==> src/rtl/ewsg_pkg.sv <==
// Purpose : shared constants and types of the external wait-state generator
// Assumes : 32-bit APB, registers on word-aligned byte addresses
// Notes   : register byte address is four times its index
package ewsg_pkg;

   // ----------------------------------------------------------------------
   // register map
   // ----------------------------------------------------------------------
   localparam logic [7:0]  EWSG_CFG_IDX     = 8'h28;
   localparam logic [7:0]  EWSG_CTRL_IDX    = 8'h2B;
   localparam logic [9:0]  EWSG_CFG_ADDR    = {EWSG_CFG_IDX, 2'b00};
   localparam logic [9:0]  EWSG_CTRL_ADDR   = {EWSG_CTRL_IDX, 2'b00};

   // ----------------------------------------------------------------------
   // field layout of wait_count_config_reg
   // ----------------------------------------------------------------------
   localparam int          EWSG_PLO_LSB     = 0;
   localparam int          EWSG_PHI_LSB     = 3;
   localparam int          EWSG_DLO_LSB     = 6;
   localparam int          EWSG_DHI_LSB     = 9;
   localparam int          EWSG_IO_LSB      = 12;
   localparam int          EWSG_XPR_BIT     = 15;
   localparam int          EWSG_FIELD_W     = 3;
   localparam int          EWSG_DBL_BIT     = 0;

   // ----------------------------------------------------------------------
   // reset values
   // ----------------------------------------------------------------------
   localparam logic [15:0] EWSG_CFG_RST     = 16'h7FFF;
   localparam logic        EWSG_DBL_RST     = 1'b0;

   // ----------------------------------------------------------------------
   // address decode points
   // ----------------------------------------------------------------------
   localparam int          EWSG_PAGE_HALF_BIT = 15;
   localparam int          EWSG_EXT_HALF_BIT  = 22;
   localparam int          EWSG_PADDR_W       = 23;

   typedef enum logic [1:0] {
      EWSG_SPACE_PROG,
      EWSG_SPACE_DATA,
      EWSG_SPACE_IO
   } ewsg_space_t;

   typedef struct packed {
      ewsg_space_t               space;
      logic [EWSG_PADDR_W-1:0]   addr;
   } ewsg_acc_t;

endpackage : ewsg_pkg

==> src/rtl/ewsg_top.sv <==
// Purpose : stretches external program, data and I/O accesses by a
//           programmable number of machine cycles chosen per address range
// Assumes : one clock pclk; ext_ready arrives from a pin
// Notes   : registers reached over APB
//
// Behaviour
// - Stretch each external access by software count, at most fourteen waits.
// - Beyond the count, keep waiting until the external ready line is high.
// - All range fields zero turns the generator clock enable off.
// - Low config bits hold five independent 3-bit base counts, 0 to 7.
// - After reset every range field is 111, seven waits everywhere.
// - Config bit 15, reset 0, selects program-space range decoding.
// - Bits 14..12 give the base count for all I/O accesses.
// - Bits 11..9 give the base count for upper half data space.
// - Bits 8..6 give the base count for lower half data space.
// - Bits 5..3 cover upper program: page upper half, or 400000h-7FFFFFh.
// - Bits 2..0 cover lower program: page lower half, or 000000h-3FFFFFh.
// - Multiplier bit set doubles every base count, up to fourteen waits.
// - Multiplier bit clear, its reset value, uses base counts unchanged.
// - Control register bits 31..1 read zero and ignore writes.
//
// Implementation choice: the APB interface to the registers.
`timescale 1ns/1ps
module ewsg_top
   import ewsg_pkg::*;
#(
   parameter int ADDR_W = 10
) (
   input  wire logic              pclk,
   input  wire logic              presetn,
   input  wire logic              psel,
   input  wire logic              penable,
   input  wire logic              pwrite,
   input  wire logic [ADDR_W-1:0] paddr,
   input  wire logic [31:0]       pwdata,
   output logic      [31:0]       prdata,
   output logic                   pready,
   output logic                   pslverr,
   input  wire logic              acc_req,
   input  wire ewsg_acc_t         acc,
   input  wire logic              ext_ready,
   output logic                   acc_busy,
   output logic                   acc_done,
   output logic                   wsg_clk_en
);

   // ----------------------------------------------------------------------
   // declarations
   // ----------------------------------------------------------------------
   typedef enum logic [1:0] {
      EWSG_IDLE,
      EWSG_COUNT,
      EWSG_HOLD
   } ewsg_state_t;

   ewsg_state_t state_q;
   ewsg_state_t state_d;
   logic [15:0] cfg_q;
   logic        dbl_q;
   logic [3:0]  cnt_q;
   logic [3:0]  cnt_d;
   logic        ready_m_q;
   logic        ready_s_q;
   logic [31:0] prdata_q;
   logic        pready_q;
   logic        pslverr_q;
   logic        busy_q;
   logic        done_q;
   logic        clk_en_q;

   wire         setup_ph  = psel & ~penable;
   wire         access_ph = psel & penable & pready_q;
   wire         hit_cfg   = (paddr == ADDR_W'(EWSG_CFG_ADDR));
   wire         hit_ctrl  = (paddr == ADDR_W'(EWSG_CTRL_ADDR));
   wire         wr_cfg    = access_ph & pwrite & hit_cfg;
   wire         wr_ctrl   = access_ph & pwrite & hit_ctrl;

   wire [31:0]  rd_mux    = hit_cfg  ? {16'h0000, cfg_q} :
                            hit_ctrl ? {31'h00000000, dbl_q} : 32'h00000000;

   // ----------------------------------------------------------------------
   // range decode
   // ----------------------------------------------------------------------
   // five fields
   wire [2:0] f_plo = cfg_q[EWSG_PLO_LSB +: EWSG_FIELD_W];
   wire [2:0] f_phi = cfg_q[EWSG_PHI_LSB +: EWSG_FIELD_W];
   wire [2:0] f_dlo = cfg_q[EWSG_DLO_LSB +: EWSG_FIELD_W];
   wire [2:0] f_dhi = cfg_q[EWSG_DHI_LSB +: EWSG_FIELD_W];
   wire [2:0] f_io  = cfg_q[EWSG_IO_LSB +: EWSG_FIELD_W];
   wire       xpr   = cfg_q[EWSG_XPR_BIT];

   wire       prog_hi = xpr ? acc.addr[EWSG_EXT_HALF_BIT] : acc.addr[EWSG_PAGE_HALF_BIT];
   wire [2:0] prog_w  = prog_hi ? f_phi : f_plo;
   wire [2:0] data_w  = acc.addr[EWSG_PAGE_HALF_BIT] ? f_dhi : f_dlo;
   wire [2:0] base_w  = (acc.space == EWSG_SPACE_IO)   ? f_io   :
                        (acc.space == EWSG_SPACE_DATA) ? data_w : prog_w;
   wire [3:0] wait_w  = dbl_q ? {base_w, 1'b0} : {1'b0, base_w};

   // ----------------------------------------------------------------------
   // access sequencer
   // ----------------------------------------------------------------------
   wire start = (state_q == EWSG_IDLE) & acc_req;

   always_comb begin
      state_d = state_q;
      cnt_d   = cnt_q;
      unique case (state_q)
         EWSG_IDLE: begin
            if (acc_req) begin
               cnt_d   = wait_w;
               state_d = (wait_w == 4'h0) ? EWSG_HOLD : EWSG_COUNT;
            end
         end
         EWSG_COUNT: begin
            cnt_d = cnt_q - 4'h1;
            if (cnt_q == 4'h1) begin
               state_d = EWSG_HOLD;
            end
         end
         EWSG_HOLD: begin
            if (ready_s_q) begin
               state_d = EWSG_IDLE;
            end
         end
      endcase
   end

   always_ff @(posedge pclk or negedge presetn) begin
      if (!presetn) begin
         state_q <= EWSG_IDLE;
         cnt_q   <= 4'h0;
         busy_q  <= 1'b0;
         done_q  <= 1'b0;
      end else begin
         state_q <= state_d;
         cnt_q   <= cnt_d;
         busy_q  <= (state_d != EWSG_IDLE);
         done_q  <= (state_q == EWSG_HOLD) & ready_s_q;
      end
   end

   // ready pin synchroniser
   always_ff @(posedge pclk or negedge presetn) begin
      if (!presetn) begin
         ready_m_q <= 1'b0;
         ready_s_q <= 1'b0;
      end else begin
         ready_m_q <= ext_ready;
         ready_s_q <= ready_m_q;
      end
   end

   // ----------------------------------------------------------------------
   // registers and APB slave
   // ----------------------------------------------------------------------
   always_ff @(posedge pclk or negedge presetn) begin
      if (!presetn) begin
         cfg_q <= EWSG_CFG_RST;
         dbl_q <= EWSG_DBL_RST;
      end else begin
         if (wr_cfg) begin
            cfg_q <= pwdata[15:0];
         end
         if (wr_ctrl) begin
            dbl_q <= pwdata[EWSG_DBL_BIT];
         end
      end
   end

   always_ff @(posedge pclk or negedge presetn) begin
      if (!presetn) begin
         prdata_q  <= 32'h00000000;
         pready_q  <= 1'b0;
         pslverr_q <= 1'b0;
      end else begin
         pready_q <= setup_ph;
         if (setup_ph) begin
            prdata_q  <= pwrite ? 32'h00000000 : rd_mux;
            pslverr_q <= ~(hit_cfg | hit_ctrl);
         end else if (access_ph) begin
            prdata_q  <= 32'h00000000;
            pslverr_q <= 1'b0;
         end
      end
   end

   always_ff @(posedge pclk or negedge presetn) begin
      if (!presetn) begin
         clk_en_q <= 1'b1;
      end else begin
         clk_en_q <= |cfg_q[EWSG_XPR_BIT-1:0];
      end
   end

   assign prdata     = prdata_q;
   assign pready     = pready_q;
   assign pslverr    = pslverr_q;
   assign acc_busy   = busy_q;
   assign acc_done   = done_q;
   assign wsg_clk_en = clk_en_q;

   // ----------------------------------------------------------------------
   // assertions
   // ----------------------------------------------------------------------
   logic [4:0] lat_q;
   logic [3:0] lat_w_q;

   always_ff @(posedge pclk or negedge presetn) begin
      if (!presetn) begin
         lat_q   <= 5'h00;
         lat_w_q <= 4'h0;
      end else if (start) begin
         lat_q   <= 5'h01;
         lat_w_q <= wait_w;
      end else if (state_q != EWSG_IDLE && lat_q != 5'h1F) begin
         lat_q   <= lat_q + 5'h01;
      end
   end
endmodule : ewsg_top

==> config.mk <==
export PLATFORM = sky130hd
export DESIGN_NAME = ewsg_top
export DESIGN_NICKNAME = d
export VERILOG_FILES = /design/src/rtl/ewsg_pkg.sv /design/src/rtl/ewsg_top.sv
export SDC_FILE = /design/constraint.sdc
export NUM_CORES = 1
export LEC_CHECK = 0
export BUFFER_PORTS_ARGS = -buffer_cell sky130_fd_sc_hd__buf_2
export CELL_PAD_IN_SITES_DETAIL_PLACEMENT = 0
export CELL_PAD_IN_SITES_GLOBAL_PLACEMENT = 2
export CORE_MARGIN = 2
export CORE_UTILIZATION = 26
export CTS_BUF_LIST = sky130_fd_sc_hd__clkbuf_2 sky130_fd_sc_hd__clkbuf_4 sky130_fd_sc_hd__clkbuf_8
export DETAILED_ROUTE_END_ITERATION = 16
export PLACE_DENSITY = 0.78
export SYNTH_ARGS = -nofsm -noshare
export SYNTH_HDL_FRONTEND = slang
export SYNTH_SLANG_ARGS = --single-unit
==> constraint.sdc <==
create_clock -name pclk -period 1.4 [get_ports pclk]
set_input_delay 0.28 -clock pclk [delete_from_list [all_inputs] [get_ports pclk]]
set_output_delay 0.28 -clock pclk [all_outputs]
set_load 0.05 [all_outputs]
==> qor.txt <==
Status = finished with violations
Violations in the final reports = negative setup slack
Initial antenna violation count = 0
Num CTS Buffers = 5
Seq/Total Area, Yosys = 0.518
Final hold vios = 0
Die area = 9460 um^2
Library cells used by synthesis = 38
Cell count after synthesis = 190
Via Count = 1,741
Post-synthesis instance area = 2260 um^2
H-tree depth = 2
Number of antenna-violating nets in the routed design = 0
DP Wirelength = 3.95 mm
Hold WS = 0.0887 ns
Total of max-cap violations = 0
Site row count = 34
#FFs+latches synth = 46
Starting Density = 0.263
Share of cells above drive strength 1 = 0.610
Ys Warns = 0
Area delta synth->final = 40.9%
RSZ-0062 raised after global routing = yes
Syn Area/Cell = 11.9 um^2
Ys flop type = dfrtp_1
Total gr overflow = 0
Clk_lat worst skew = 0.29 ns
Layout Utilization = 0.371
Die Span Y = 97.3 um
Leak Pwr = 0.00156 uW
GRT Resource Usage Total = 0.116
FMAX = 0.615 GHz
Clock Path Buffers = 2
Crit path kind = reg -> reg
Post-synth EDFFs = 0
First-pass GRT wire length = 8.83 mm
P per Cell Area = 1170 nW/um^2
Core area = 8590 um^2
Final GP Congestion = 0.771
Post-Route WL = 5.38 mm
Area after DPL = 2930 um^2
Critical Path AT = 1.86 ns
Dpl cells = 386
HP Class = in -> reg
Tcrit/Tclk final = 1.16
CP Max Fanout = 3
CTS root buffer = clkbuf_8
Cell Count, Final, Fillers Out = 398
Die width = 97.3 um
Async set-reset flop share out of synthesis = 1.00
Ant diodes = 0
CP endpoint kind = flop
Required time worst endpoint = 1.64 ns
Vias in the first global route = 1,803
Iteration-0 DRC Markers = 98
Reg2reg setup slack = -0.23 ns
Pin count of the biggest net entering global routing = 27
DRT Pass-1 Iters = 6
Worst IR Drop VDD = 0.455 mV
DRC = 0
Port Buffers = 57
# setup viols final = 6
Final worst slack = -0.226 ns
CP Launch Type = flop
Sink Count = 46
Post-layout net count = 368
Routed vias/inst = 4.37
Fin crit period = 1.63 ns
Final Power = 3710 uW
Reg clk slew, reported paths = 0.08 ns
Final max-slew violation count = 0
Final instance area = 3190 um^2
IO Pins = 111
Drt wl/cell = 13.5 um
Skew final = 0.00148 ns
CTS tree = yes
## per-layer routing
| metal | GRT usage | routed length [um] | vias to the layer above |
|---|---|---|---|
| li1 | - | - | 855 |
| met1 | 0.141 | 2310 | 847 |
| met2 | 0.200 | 2810 | 34 |
| met3 | 0.0252 | 193 | 5 |
| met4 | 0.0470 | 57 | 0 |
| met5 | 0 | 0 | - |
## worst paths after layout
kind                            from          to  cells after the start
setup / recovery           cfg_q[15]  state_q[1]                      5
hold / removal             ext_ready   ready_m_q                      1
setup reg to reg           cfg_q[15]  state_q[1]                      5
hold reg to reg            ready_m_q   ready_s_q                      0
max in group asynchronous    presetn    cfg_q[0]                      3
min in group asynchronous    presetn   prdata[7]                      3
## placed cells by master, fill, tap and decap left out, drive strengths merged, types with 6 or more instances in the layout
cell,count
a22o,15
mux2i,7
nor2,6
o21ai,6
dfrtp,30
inv,8
mux2,21
a21oi,10
buf,96
dfstp,16
clkbuf,7
nand2,10
conb,16
## stage by stage
step                TNS, ns  setup slack [ns]
global route          -1.83            -0.352
detailed placement    -8.55            -0.358
global placement      -8.62            -0.392
finish                -1.05            -0.226
CTS                   -1.19            -0.264
floorplan             -2.11            -0.123
## Yosys cell counts (2+ instances only)
cell type / count / area share
a21oi_1: 10 / 0.022
a22o_1: 5 / 0.019
a22o_2: 10 / 0.044
and2_1: 2 / 0.0055
and3_1: 2 / 0.0055
buf_4: 16 / 0.053
clkbuf_1: 2 / 0.0033
dfrtp_1: 30 / 0.33
dfstp_2: 16 / 0.19
ha_1: 5 / 0.028
inv_1: 8 / 0.013
mux2_2: 21 / 0.10
mux2i_1: 7 / 0.031
nand2_1: 10 / 0.017
nand2b_1: 3 / 0.0083
nand3_1: 4 / 0.0089
nand4_1: 2 / 0.0055
nor2_1: 6 / 0.010
nor4_1: 5 / 0.014
nor4b_2: 2 / 0.013
o21ai_0: 5 / 0.011
o22ai_1: 3 / 0.0083
## repair_timing
item,in CTS,in global routing
resized for setup,9,17
setup endpoints to repair,7,25
cloned,0,0
buffers inserted,1,2
pin swaps,5,5
endpoints found under the hold margin,30,0
hold buffers,1,0
## cells by family after synthesis
| logic type | count (synthesis) | share of synthesized area |
|---|---|---|
| other | 1 | 0.00166 |
| AND/OR/NAND/NOR | 42 | 0.112 |
| flip-flops | 46 | 0.518 |
| multiplexers | 28 | 0.136 |
| adder cells (fa/ha/maj) | 5 | 0.0277 |
| XOR/XNOR | 1 | 0.00387 |
| AO/OA/AOI/OAI | 39 | 0.125 |
| buffers and inverters | 28 | 0.0769 |
## worst max-delay path, stage by stage, from the launching register on
cell and delay (ns):
dfrtp_1 0.42, mux2i_4 0.32, mux2i_1 0.27, a21oi_2 0.10, nor4_2 0.32, nand2b_1 0.14
## state kept, by name, summed over array words and instances (netlist names)
| name | flops |
|---|---|
| dbl_q | 1 |
| ready_s_q | 1 |
| state_q | 2 |
| acc_done | 1 |
| pready | 1 |
| wsg_clk_en | 1 |
| ready_m_q | 1 |
| cfg_q | 16 |
| pslverr | 1 |
| cnt_q | 4 |
| prdata | 16 |
| acc_busy | 1 |
## power breakdown
group / switching (uW) / total, uW / internal [uW]
Combinational: 780 / 1340 / 559
Clock: 424 / 842 / 418
Sequential: 84.5 / 1530 / 1450
## area by class of cell
| type | instances | area (um^2) |
|---|---|---|
| fillers | 866 | 5410 |
| flip-flops and latches | 46 | 1170 |
| multi-input cells | 131 | 1120 |
| repair buffers | 97 | 632 |
| well taps | 108 | 135 |
| clock buffers | 7 | 90.1 |
| inverters | 8 | 30.0 |
| clock inverters | 1 | 5.00 |
Power figures use the tool's default switching activity.
